[config.mk]
export PLATFORM = sky130hd
export DESIGN_NAME = dic_input_conditioning
export DESIGN_NICKNAME = d
export VERILOG_FILES = /design/src/design/dic_pkg.sv /design/src/design/dic_input_conditioning.sv /design/src/design/dic_analog_conditioner.sv /design/src/design/dic_limit_min.sv
export SDC_FILE = /design/constraint.sdc
export NUM_CORES = 1
export LEC_CHECK = 0
export ABC_AREA = 0
export BUFFER_PORTS_ARGS = -buffer_cell sky130_fd_sc_hd__buf_2
export CORE_UTILIZATION = 55
export CTS_CLUSTER_DIAMETER = 60
export DETAILED_ROUTE_END_ITERATION = 10
export PLACE_DENSITY = 0.79
export SYNTH_ARGS = -nofsm -noshare
export SYNTH_HDL_FRONTEND = slang
export SYNTH_SLANG_ARGS = --single-unit
[constraint.sdc]
create_clock -name sys_clk -period 17.95 [get_ports sys_clk]
set_clock_uncertainty 0.15 [all_clocks]
set_input_delay 5.385 -clock sys_clk [delete_from_list [all_inputs] [get_ports sys_clk]]
set_output_delay 5.385 -clock sys_clk [all_outputs]
set_load 0.03 [all_outputs]
[src/design/dic_pkg.sv]
package dic_pkg;

  // ****************************************************************
  // widths
  // ****************************************************************
  localparam int ADDR_W   = 16;
  localparam int DATA_W   = 32;
  localparam int MV_W     = 16;
  localparam int SPEED_W  = 32;
  localparam int STATUS_W = 8;
  localparam int STO_W    = 2;

  // ****************************************************************
  // parameter offsets
  // ****************************************************************
  localparam logic [ADDR_W-1:0] ADDR_AN1_VOLTAGE  = 16'h0902;
  localparam logic [ADDR_W-1:0] ADDR_AN2_VOLTAGE  = 16'h090A;
  localparam logic [ADDR_W-1:0] ADDR_AN1_DEADZONE = 16'h0912;
  localparam logic [ADDR_W-1:0] ADDR_AN2_DEADZONE = 16'h0914;
  localparam logic [ADDR_W-1:0] ADDR_AN1_CORRECT  = 16'h0916;
  localparam logic [ADDR_W-1:0] ADDR_AN2_CORRECT  = 16'h0918;
  localparam logic [ADDR_W-1:0] ADDR_SPEED_CEIL   = 16'h1120;
  localparam logic [ADDR_W-1:0] ADDR_INPUT_PINS   = 16'h0920;
  localparam logic [ADDR_W-1:0] ADDR_OUTPUT_PINS  = 16'h0922;
  localparam logic [ADDR_W-1:0] ADDR_TORQUE_OFF   = 16'h0924;

  // ****************************************************************
  // ranges and reset values
  // ****************************************************************
  localparam logic signed [MV_W-1:0] MV_LIMIT   = 16'sh2710;
  localparam logic signed [MV_W-1:0] CORR_LIMIT = 16'sh1388;
  localparam logic [MV_W-1:0]        DZ_LIMIT   = 16'h03E8;
  localparam logic [MV_W-1:0]        DZ_RESET   = 16'h0000;
  localparam logic [MV_W-1:0]        CORR_RESET = 16'h0000;
  localparam logic [SPEED_W-1:0]     SPEED_RESET = 32'h0000_3390;
  localparam logic [SPEED_W-1:0]     SPEED_MIN   = 32'h0000_0001;
  localparam logic [SPEED_W-1:0]     SPEED_MAX   = 32'h7FFF_FFFF;

  // ****************************************************************
  // local display selection
  // ****************************************************************
  localparam logic [1:0] DISP_INPUTS  = 2'h0;
  localparam logic [1:0] DISP_OUTPUTS = 2'h1;
  localparam logic [1:0] DISP_TORQUE  = 2'h2;

  // ****************************************************************
  // carriers
  // ****************************************************************
  typedef struct packed {
    logic              req;
    logic              write;
    logic [ADDR_W-1:0] addr;
    logic [DATA_W-1:0] wdata;
  } dic_req_t;

  typedef struct packed {
    logic              ack;
    logic              err;
    logic [DATA_W-1:0] rdata;
  } dic_rsp_t;

  typedef struct packed {
    logic                   valid;
    logic signed [MV_W-1:0] mv;
  } dic_sample_t;

endpackage

[src/design/dic_input_conditioning.sv]
`timescale 1ns/1ps
module dic_input_conditioning #(
  parameter int CHANNELS  = 2,
  parameter int IN_COUNT  = 6,
  parameter int OUT_COUNT = 5
) (
  input  wire logic                          sys_clk,
  input  wire logic                          nrst,
  input  dic_pkg::dic_req_t                  busReq,
  output dic_pkg::dic_rsp_t                  busRsp,
  input  dic_pkg::dic_sample_t [CHANNELS-1:0] rawSample,
  input  wire logic [IN_COUNT-1:0]           inputPins,
  input  wire logic [dic_pkg::STO_W-1:0]     torqueOffPins,
  input  wire logic [OUT_COUNT-1:0]          outputStates,
  input  wire logic [dic_pkg::SPEED_W-1:0]   motorSpeedMax,
  input  wire logic [dic_pkg::SPEED_W-1:0]   analogSpeedLimit,
  input  wire logic [dic_pkg::SPEED_W-1:0]   digitalSpeedLimit,
  input  wire logic [1:0]                    displaySelect,
  output logic [dic_pkg::STATUS_W-1:0]       displayData,
  output dic_pkg::dic_sample_t [CHANNELS-1:0] profileSample,
  output logic [dic_pkg::SPEED_W-1:0]        activeSpeedLimit
);
  import dic_pkg::*;

  // ****************************************************************
  // elaboration checks
  // ****************************************************************
  if (CHANNELS != 2)
  begin : gBadChannels
    $error("dic_input_conditioning: parameter map holds two channels");
  end
  if (IN_COUNT < 1 || IN_COUNT > STATUS_W)
  begin : gBadInputs
    $error("dic_input_conditioning: IN_COUNT out of range");
  end
  if (OUT_COUNT < 1 || OUT_COUNT > STATUS_W)
  begin : gBadOutputs
    $error("dic_input_conditioning: OUT_COUNT out of range");
  end
  if (STO_W > STATUS_W)
  begin : gBadTorqueOff
    $error("dic_input_conditioning: torque off word too narrow");
  end
  if (MV_W > DATA_W)
  begin : gBadDataWidth
    $error("dic_input_conditioning: data word narrower than samples");
  end

  localparam int LIMIT_SOURCES = 4;

  // ****************************************************************
  // state
  // ****************************************************************
  typedef struct packed {
    logic [IN_COUNT-1:0]             inMeta;
    logic [IN_COUNT-1:0]             inSync;
    logic [STO_W-1:0]                stoMeta;
    logic [STO_W-1:0]                stoSync;
    logic [OUT_COUNT-1:0]            outState;
    logic [CHANNELS-1:0][MV_W-1:0]   deadZone;
    logic [CHANNELS-1:0][MV_W-1:0]   correction;
    logic [SPEED_W-1:0]              speedCeiling;
    dic_rsp_t                        rsp;
    logic [STATUS_W-1:0]             display;
  } dic_main_state_t;

  dic_main_state_t                       state;
  dic_main_state_t                       next_state;
  dic_sample_t [CHANNELS-1:0]            corrected;
  logic [LIMIT_SOURCES-1:0][SPEED_W-1:0] limitSources;
  logic [STATUS_W-1:0]                   inputWord;
  logic [STATUS_W-1:0]                   outputWord;
  logic [STATUS_W-1:0]                   torqueWord;
  logic signed [MV_W-1:0]                wrSigned;
  logic [MV_W-1:0]                       wrUnsigned;
  logic [SPEED_W-1:0]                    wrSpeed;
  logic [STATUS_W-1:0]                   displayView;
  logic [DATA_W-1:0]                     readData;
  logic                                  readHit;
  logic [CHANNELS-1:0]                   wrDeadZoneHit;
  logic [CHANNELS-1:0]                   wrCorrectionHit;
  logic                                  wrCeilingHit;
  logic                                  writeHit;
  dic_rsp_t                              rspNext;

  // ****************************************************************
  // status words
  // ****************************************************************
  for (genvar b = 0; b < STATUS_W; b++)
  begin : gStatus
    if (b < IN_COUNT)
    begin : gIn
      assign inputWord[b] = state.inSync[b];
    end
    else
    begin : gInPad
      assign inputWord[b] = 1'b0;
    end
    if (b < OUT_COUNT)
    begin : gOut
      assign outputWord[b] = state.outState[b];
    end
    else
    begin : gOutPad
      assign outputWord[b] = 1'b0;
    end
    if (b < STO_W)
    begin : gOff
      assign torqueWord[b] = state.stoSync[b];
    end
    else
    begin : gOffPad
      assign torqueWord[b] = 1'b0;
    end
  end

  // ****************************************************************
  // write value shaping
  // ****************************************************************
  always_comb
  begin
    wrSigned = busReq.wdata[MV_W-1:0];
    if (wrSigned > CORR_LIMIT)
      wrSigned = CORR_LIMIT;
    else if (wrSigned < -CORR_LIMIT)
      wrSigned = -CORR_LIMIT;
  end

  always_comb
  begin
    wrUnsigned = busReq.wdata[MV_W-1:0];
    if (wrUnsigned > DZ_LIMIT)
      wrUnsigned = DZ_LIMIT;
  end

  always_comb
  begin
    wrSpeed = busReq.wdata;
    if (wrSpeed < SPEED_MIN)
      wrSpeed = SPEED_MIN;
    else if (wrSpeed > SPEED_MAX)
      wrSpeed = SPEED_MAX;
  end

  // ****************************************************************
  // view only display selection
  // ****************************************************************
  always_comb
  begin
    case (displaySelect)
      DISP_INPUTS:  displayView = inputWord;
      DISP_OUTPUTS: displayView = outputWord;
      DISP_TORQUE:  displayView = torqueWord;
      default:      displayView = '0;
    endcase
  end

  // ****************************************************************
  // read multiplexer
  // ****************************************************************
  always_comb
  begin
    readHit = 1'b1;
    readData = '0;
    case (busReq.addr)
      ADDR_AN1_VOLTAGE:
        readData = DATA_W'(corrected[0].mv);
      ADDR_AN2_VOLTAGE:
        readData = DATA_W'(corrected[1].mv);
      ADDR_AN1_DEADZONE:
        readData = DATA_W'(state.deadZone[0]);
      ADDR_AN2_DEADZONE:
        readData = DATA_W'(state.deadZone[1]);
      ADDR_AN1_CORRECT:
        readData = DATA_W'(signed'(state.correction[0]));
      ADDR_AN2_CORRECT:
        readData = DATA_W'(signed'(state.correction[1]));
      ADDR_SPEED_CEIL:
        readData = state.speedCeiling;
      ADDR_INPUT_PINS:
        readData = DATA_W'(inputWord);
      ADDR_OUTPUT_PINS:
        readData = DATA_W'(outputWord);
      ADDR_TORQUE_OFF:
        readData = DATA_W'(torqueWord);
      default:
        readHit = 1'b0;
    endcase
  end

  // ****************************************************************
  // write decoder, read-only and unmapped offsets refused
  // ****************************************************************
  always_comb
  begin
    wrDeadZoneHit = '0;
    wrCorrectionHit = '0;
    wrCeilingHit = 1'b0;
    case (busReq.addr)
      ADDR_AN1_DEADZONE:
        wrDeadZoneHit[0] = 1'b1;
      ADDR_AN2_DEADZONE:
        wrDeadZoneHit[1] = 1'b1;
      ADDR_AN1_CORRECT:
        wrCorrectionHit[0] = 1'b1;
      ADDR_AN2_CORRECT:
        wrCorrectionHit[1] = 1'b1;
      ADDR_SPEED_CEIL:
        wrCeilingHit = 1'b1;
      default:
        wrCeilingHit = 1'b0;
    endcase
    writeHit = |{wrDeadZoneHit, wrCorrectionHit, wrCeilingHit};
  end

  // ****************************************************************
  // response, one-cycle answer to each taken request
  // ****************************************************************
  always_comb
  begin
    rspNext = '0;
    if (busReq.req)
    begin
      rspNext.ack = 1'b1;
      if (busReq.write)
        rspNext.err = !writeHit;
      else
      begin
        rspNext.err = !readHit;
        rspNext.rdata = readData;
      end
    end
  end

  // ****************************************************************
  // next state
  // ****************************************************************
  always_comb
  begin
    next_state = state;

    // pin synchronisers for inputs and torque off, output states registered once
    next_state.inMeta = inputPins;
    next_state.inSync = state.inMeta;
    next_state.stoMeta = torqueOffPins;
    next_state.stoSync = state.stoMeta;
    next_state.outState = outputStates;

    // display readout, nothing on it writes state
    next_state.display = displayView;

    // accepted writes land in the parameter registers
    next_state.rsp = rspNext;
    if (busReq.req && busReq.write)
    begin
      for (int i = 0; i < CHANNELS; i++)
      begin
        if (wrDeadZoneHit[i])
          next_state.deadZone[i] = wrUnsigned;
        if (wrCorrectionHit[i])
          next_state.correction[i] = wrSigned;
      end
      if (wrCeilingHit)
        next_state.speedCeiling = wrSpeed;
    end
  end

  // ****************************************************************
  // registers
  // ****************************************************************
  always_ff @(posedge sys_clk or negedge nrst)
  begin
    if (!nrst)
    begin
      // parameters return to their defaults
      state <= '0;
      for (int i = 0; i < CHANNELS; i++)
      begin
        state.deadZone[i] <= DZ_RESET;
        state.correction[i] <= CORR_RESET;
      end
      state.speedCeiling <= SPEED_RESET;
    end
    else
      state <= next_state;
  end

  // ****************************************************************
  // analog channels
  // ****************************************************************
  for (genvar ch = 0; ch < CHANNELS; ch++)
  begin : gChan
    logic signed [MV_W-1:0] chCorrection;
    assign chCorrection = signed'(state.correction[ch]);
    dic_analog_conditioner uCond (
      .sys_clk    (sys_clk),
      .nrst       (nrst),
      .rawSample  (rawSample[ch]),
      .correction (chCorrection),
      .deadZone   (state.deadZone[ch]),
      .corrected  (corrected[ch])
    );
  end

  assign profileSample = corrected;

  // ****************************************************************
  // speed limit
  // ****************************************************************
  // ceiling feeds the minimum directly, a write acts without restart
  assign limitSources[0] = state.speedCeiling;
  assign limitSources[1] = motorSpeedMax;
  assign limitSources[2] = analogSpeedLimit;
  assign limitSources[3] = digitalSpeedLimit;

  dic_limit_min #(
    .COUNT (LIMIT_SOURCES),
    .WIDTH (SPEED_W)
  ) uLimit (
    .sys_clk (sys_clk),
    .nrst    (nrst),
    .limits  (limitSources),
    .minimum (activeSpeedLimit)
  );

  // ****************************************************************
  // outputs
  // ****************************************************************
  assign busRsp = state.rsp;
  assign displayData = state.display;
endmodule

[src/design/dic_analog_conditioner.sv]
`timescale 1ns/1ps
module dic_analog_conditioner (
  input  wire logic                          sys_clk,
  input  wire logic                          nrst,
  input  dic_pkg::dic_sample_t               rawSample,
  input  wire logic signed [dic_pkg::MV_W-1:0] correction,
  input  wire logic [dic_pkg::MV_W-1:0]      deadZone,
  output dic_pkg::dic_sample_t               corrected
);
  import dic_pkg::*;

  typedef struct packed {
    dic_sample_t out;
  } dic_cond_state_t;

  dic_cond_state_t        state;
  dic_cond_state_t        next_state;
  logic signed [MV_W+1:0] limit;
  logic signed [MV_W+1:0] rawWide;
  logic signed [MV_W+1:0] sum;
  logic signed [MV_W+1:0] mag;

  // ****************************************************************
  // offset, saturation, zero window
  // ****************************************************************
  always_comb
  begin
    next_state = state;
    next_state.out.valid = 1'b0;
    limit = (MV_W+2)'(MV_LIMIT);
    rawWide = (MV_W+2)'(rawSample.mv);
    if (rawWide > limit)
      rawWide = limit;
    else if (rawWide < -limit)
      rawWide = -limit;
    sum = rawWide + (MV_W+2)'(correction);
    if (sum > limit)
      sum = limit;
    else if (sum < -limit)
      sum = -limit;
    mag = (sum < 0) ? -sum : sum;
    if (mag <= signed'({2'b00, deadZone}))
      sum = '0;
    if (rawSample.valid)
    begin
      next_state.out.valid = 1'b1;
      next_state.out.mv = sum[MV_W-1:0];
    end
  end

  always_ff @(posedge sys_clk or negedge nrst)
  begin
    if (!nrst)
      state <= '0;
    else
      state <= next_state;
  end

  assign corrected = state.out;
endmodule

[src/design/dic_limit_min.sv]
`timescale 1ns/1ps
module dic_limit_min #(
  parameter int COUNT = 4,
  parameter int WIDTH = 32
) (
  input  wire logic                        sys_clk,
  input  wire logic                        nrst,
  input  wire logic [COUNT-1:0][WIDTH-1:0] limits,
  output logic [WIDTH-1:0]                 minimum
);
  import dic_pkg::*;

  if (COUNT < 1 || WIDTH < 1)
  begin : gBadSize
    $error("dic_limit_min: COUNT and WIDTH must be positive");
  end

  typedef struct packed {
    logic [WIDTH-1:0] low;
  } dic_min_state_t;

  dic_min_state_t state;
  dic_min_state_t next_state;

  // ****************************************************************
  // lowest of all sources
  // ****************************************************************
  always_comb
  begin
    next_state.low = limits[0];
    for (int i = 1; i < COUNT; i++)
    begin
      if (limits[i] < next_state.low)
        next_state.low = limits[i];
    end
  end

  always_ff @(posedge sys_clk or negedge nrst)
  begin
    if (!nrst)
      state <= '0;
    else
      state <= next_state;
  end

  assign minimum = state.low;
endmodule

# --- Yosys cells after proc, flatten, opt, wreduce, memory -nomap -nowiden ---
# Index checks and enable logic that the tools add are counted.
word_totals:
  regBits: 225
  input_bits: 197
  output_inout_bits: 108
  word_cells: 99
classes:
  add_sub_neg: 4
  order_cmp: 20
  eq_ne: 12
  muxes: 33
  n_reduce_logical: 11
op_table:
  columns: ["cell", "n"]
  rows:
  - ["$pmux W32 S10", 1]
  - ["$mux W32", 6]
  - ["$mux W18", 10]
  - ["$eq A16 B12 Y1 const B", 9]
  - ["$lt A32 B32 Y1", 3]
  - ["$mux W16", 5]
  - ["$add A18 B16 Y18", 2]
  - ["$gt A18 B15 Y1 const B", 2]
  - ["$le A18 B17 Y1", 2]
  - ["$lt A18 B1 Y1 const B", 2]
  - ["$lt A18 B15 Y1 const B", 2]
  - ["$neg A18 Y18", 2]
  - ["$mux W17", 2]
  - ["$mux W34", 1]
  - ["$gt A16 B15 Y1 const B", 2]
  - ["$gt A32 B31 Y1 const B", 1]
  - ["$lt A16 B15 Y1 const B", 2]
  - ["$lt A32 B1 Y1 const B", 1]
  - ["$pmux W6 S3", 1]
  - ["$eq A16 B13 Y1 const B", 1]
  - ["$gt A16 B10 Y1 const B", 1]
  - ["$gt A16 B14 Y1 const B", 1]
  - ["$lt A16 B14 Y1 const B", 1]
  - ["$reduce_and A2 Y1", 5]
  - ["other kinds (8)", 15]

# --- Depth between registers and ports, before layout ---
depth:
  ltp_word: 12
  depth_mapped: 40
  mapped_depth_nobuf: 38

# --- Hierarchy ---
# From an unflattened synthesis, not the netlist that was laid out.
unflattened:
  hier_cells: 2060
  area_unflattened_um2: 17885.9
modules_own_cells:
  columns: ["mod", "n_inst", "cells_each", "area_per_inst_um2", "seq_area_each_um2"]
  rows:
  - ["dic_input_conditioning", 1, 695, 7060.5, 3936.3]
  - ["dic_analog_conditioner", 2, 422, 3275.6, 425.4]
  - ["dic_limit_min", 1, 521, 4274.1, 800.8]

# --- Worst setup path after synthesis ---
# OpenSTA, ideal clock, no wires.
synth_path:
  path_kind: "input to register"
  start: "input port rawSample[5] (netlist bit)"
  end: "register gChan[0].uCond.state, in the netlist gChan[0].uCond.corrected[10]"
  setup_time_ps: 99
  arrival_time_ps: 12628
  t_required_ps: 17701
  setup_slack_ps: 5073
  path_stages: 40
  path_buffers: 2
  path_cell_list: "nand4_1 > a21oi_1 > o211ai_1 > ha_1 > clkbuf_1 > nor2_1 > and2_1 > ha_1 > fa_1 > a211oi_1 > o21a_1 > o31ai_1 > a21oi_1 > xnor2_1 > nand4b_1 > a31oi_1 > or4_1 > ha_1 > [4 not listed] > nand3_1 > mux2_2 > nor3_1 > and4b_1 > and2_1 > a31oi_1 > xor2_1 > nor2_1 > ha_1 > nand4_1 > nor2_1 > o211ai_1 > o211ai_1 > a21o_1 > a21oi_1 > a31oi_1 > a211oi_2 > a311oi_1"
synth_between:
  elab_chain_cells: 11
  elab_cells_between_ends: 14
  cone_classes: "add/sub: 2; order compare: 6; mux: 6"
synth_lines:
  columns: ["element", "line_no", "source"]
  rows:
  - ["start: declaration", "dic_input_conditioning.sv:11", "input dic_pkg::dic_sample_t [CHANNELS-1:0] rawSample,"]
  - ["$lt A16 B15 Y1", "dic_analog_conditioner.sv:34", "else if (rawWide < -limit)"]
  - ["$mux W18", "dic_analog_conditioner.sv:34", null]
  - ["$mux W18 (*)", "dic_analog_conditioner.sv:32", "if (rawWide > limit)"]
  - ["$add A18 B16 Y18 (*)", "dic_analog_conditioner.sv:36", "sum = rawWide + (MV_W+2)'(correction);"]
  - ["$lt A18 B15 Y1", "dic_analog_conditioner.sv:39", "else if (sum < -limit)"]
  - ["$mux W18", "dic_analog_conditioner.sv:39", null]
  - ["$mux W18 (*)", "dic_analog_conditioner.sv:37", "if (sum > limit)"]
  - ["$neg A18 Y18 or $lt A18 B1 Y1 (tied branches)", "dic_analog_conditioner.sv:41", "mag = (sum < 0) ? -sum : sum;"]
  - ["$mux W18", "dic_analog_conditioner.sv:41", null]
  - ["$le A18 B17 Y1", "dic_analog_conditioner.sv:42", "if (mag <= signed'({2'b00, deadZone}))"]
  - ["$mux W16 (*)", "dic_analog_conditioner.sv:42", null]
  - ["end signal: assignment", "dic_analog_conditioner.sv:56", "state <= next_state;"]
  - ["end: declaration", "dic_analog_conditioner.sv:16", "dic_cond_state_t state;"]
# Every way passes the cells marked *; elsewhere a longest branch is shown, timed or not.
# A chain may end at the register's enable or synchronous reset.

# --- Final worst setup path ---
layout_path:
  start: "input port rawSample[9] (netlist bit)"
  end: "register gChan[0].uCond.state, in the netlist gChan[0].uCond.corrected[11]"
# The elaborated chain is that of the path after synthesis.

==> impl_metrics.csv <==
group,metric,value,unit
timing,finalHoldViolations,0,
routing,ant_nets,0,
placement,place_hpwl,45100,µm
critical_path,crit_arrival,14.59,ns
timing,slew_headroom,0.0736,
synth,synth-xor-area-share,0.0201,
clock_tree,cts_sinks,223,
timing,fin_ws,3.66,ns
timing,final.period_utilization,0.796,
critical_path,start_kind,"input port",
synth,ys_seq_area_frac,0.331,
clock_tree,post_cts_resized,0,
synth,synth_top_family_by_area,"compound AO/OA/AOI/OAI gates",
synth,synth_ff_type,"dfrtp_1",
critical_path,crit_type,"in -> reg",
floorplanning,die_width,177,µm
routing,wl_met2,26700,µm
power_and_ir_drop,powerDensity,78.9,nW/µm²
clock_tree,cts_tree,"built",
placement,gp_congestion,1.01,
clock_tree,cts_setup_buffers,0,
critical_path,crit_path_end_kind,"register",
grt,grt_antenna_before_repair,7,
synth,async_flop_share,1.00,
hold_path,hp-class,"reg -> reg",
floorplanning,row_count,63,
grt,grt_pass1_vias,15600,
synth,netlist_area,16900,µm²
timing,finalSetupTns,0,ns
placement,numPortBuffers,302,
critical_path,cp_data_required_time,18.25,ns
clock_tree,holdBufCountCts,0,
routing,wire_per_inst,22.0,µm
synth,synthMuxAreaShare,0.0663,
timing,max_clock_freq,0.0700,GHz
power_and_ir_drop,leakage,0.00956,µW
clock_tree,path_clk_slew,0.06,ns
routing,wl_met1,20700,µm
timing,setup_viol,0,
routing,drt-total-wl,56200,µm
timing,holdWs,0.193,ns
routing,wl_met3,5210,µm
routing,route.detailed.drc,0,
run,maxCapViolCount,0,
clock_tree,clock_latency,0.54,ns
synth,yosys_warnings,0,
floorplanning,start_util,0.564,
floorplanning,die-area,31400,µm²
power_and_ir_drop,peakVddDrop,69.2,µV
grt,grt_max_degree,92,
critical_path,slowest_stage,"ha_1",
clock_tree,htree_num_levels,1,
synth,synthSimpleGateAreaFrac,0.164,
placement,dpl_worst_slack,3.24,ns
clock_tree,clock-root-buffer,"clkbuf_16",
timing,worst_pin_slew,1.39,ns
synth,synth-seq-cells,223,
layout,fin_nets,2507,
routing,highest_layer,"met5",
timing,rsz0062_at_grt,"false",
synth,syn_area_per_cell,8.80,µm²
layout,final_common_cell,"buf_2",
routing,vias_per_cell,6.36,
grt,grt.total_usage,0.353,
synth,synthCells,1920,
layout,syn2layout_area_growth,14.1,%
routing,vias,16300,
timing,final_max_slew_viol_count,0,
grt,grt_pass1_wl,85800,µm
outcome,status,"finished clean",
synth,synth-edff-count,0,
timing,period_minus_slack,14.29,ns
clock_tree,cts_inserted_buffers,26,
routing,drt_iter0_markers,1601,
critical_path,cpPeakStageDelay,0.74,ns
critical_path,crit_path_max_fanout,22,
floorplanning,die_h,177,µm
synth,synth_adder_area_share,0.124,
clock_tree,cts_max_path_buffers,3,
layout,final_cell_mix,"301 x buf_2, 217 x dfrtp_1, 170 x nand2_1",
synth,yosys.cell_types.count,101,
grt,grt-ovfl-total,0,
floorplanning,core_area,30000,µm²
layout,layout-drive-gt1-share,0.201,
synth,synth-compound-area-share,0.219,
floorplanning,io_pins,305,
routing,firstDrtPassIters,7,
[worst paths after layout]
path                                      start                           end  slack (ns)  cells past startpoint
worst max-delay path               rawSample[9]  gChan[0].uCond.corrected[11]        3.66                     39
worst min-delay path            next_state[152]                  inputWord[5]        0.19                      0
worst max register to register  limitSources[1]            uLimit.minimum[25]        8.99                     32
worst min register to register  next_state[152]                  inputWord[5]        0.19                      0
max in group asynchronous                  nrst               next_state[144]       10.80                      3
min in group asynchronous                  nrst                    busRsp[21]        4.69                      1
[critical path, delay by kind of cell]
family                     cells  cell delay [ns]
AOI/OAI and AO/OA             16             3.44
and+or+nand+nor               13             2.60
xor gates and xnor gates       2             0.50
buffers and inverters          2             0.42
muxes                          1             0.30
adders and majority gates      5             1.93
[cell families after synthesis]
group	after synthesis
xor gates and xnor gates	38
and+or+nand+nor	573
muxes	104
other	1
AOI/OAI and AO/OA	535
buffers and inverters	280
DFF	223
adders and majority gates	166
[report_power, final]
| part | internal (µW) | switching (µW) |
|---|---|---|
| Sequential | 531 | 23.0 |
| Clock | 323 | 220 |
| Combinational | 155 | 269 |
[through the flow]
stage / cell area (µm²) / util / power, µW / instances
after floorplan: 16900 / - / 841 / 1921
after global placement: 18400 / 0.613 / 970 / 2506
after detailed placement: 18400 / 0.613 / 980 / 2506
after CTS: 19300 / 0.643 / 1520 / 2554
after global routing: 19300 / 0.644 / 1580 / 2557
final: 19300 / 0.644 / 1520 / 2557
[state kept, by name, indices dropped and copies added, names as in the netlist]
signal and cells:
limitSources 32, gChan.chCorrection 32, uLimit.minimum 32, gChan.uCond.corrected 34, state 34, displayData 6, next_state 8, outputWord 5
busRsp 34, inputWord 6
[per-layer routing]
layer  vias to the layer above  GRT usage
li1                       7383          -
met1                      7750      0.421
met2                       921      0.599
met3                       208     0.0563
met4                         8      0.210
met5                         -          0
[area by class of cell]
type | count | area, µm²
multi-input cells | 1418 | 10100
well taps | 390 | 488
fillers | 2544 | 10700
flip-flops and latches | 223 | 5590
repair buffers | 317 | 1630
diodes | 3 | 7.51
clock buffers | 35 | 744
clock inverters | 13 | 154
inverters | 158 | 593
[cell usage after synthesis (9+ instances only)]
master / n / area share
dfrtp_1: 217 / 0.32
nand2_1: 170 / 0.038
ha_1: 164 / 0.12
nor2_1: 164 / 0.036
inv_1: 157 / 0.035
o21ai_0: 116 / 0.034
a21oi_1: 110 / 0.033
mux2i_1: 81 / 0.048
a21o_1: 65 / 0.029
clkbuf_1: 61 / 0.014
buf_4: 42 / 0.019
nor3_1: 39 / 0.012
nand4_1: 34 / 0.013
a31oi_1: 29 / 0.011
nand3_1: 27 / 0.0080
a22oi_1: 25 / 0.011
and2_1: 24 / 0.0089
nor2b_1: 21 / 0.0078
mux2i_2: 20 / 0.016
o2bb2ai_1: 20 / 0.010
xnor2_1: 20 / 0.010
a222oi_1: 18 / 0.011
nor4_1: 18 / 0.0067
a211oi_1: 17 / 0.0076
o21a_1: 17 / 0.0076
xor2_1: 17 / 0.0088
or3_1: 14 / 0.0052
buf_2: 12 / 0.0036
o31ai_1: 11 / 0.0049
a22o_1: 10 / 0.0052
a311oi_1: 10 / 0.0052
nand2b_1: 9 / 0.0033
o211ai_1: 9 / 0.0040
Note: power is estimated with default switching activity, not from simulation.
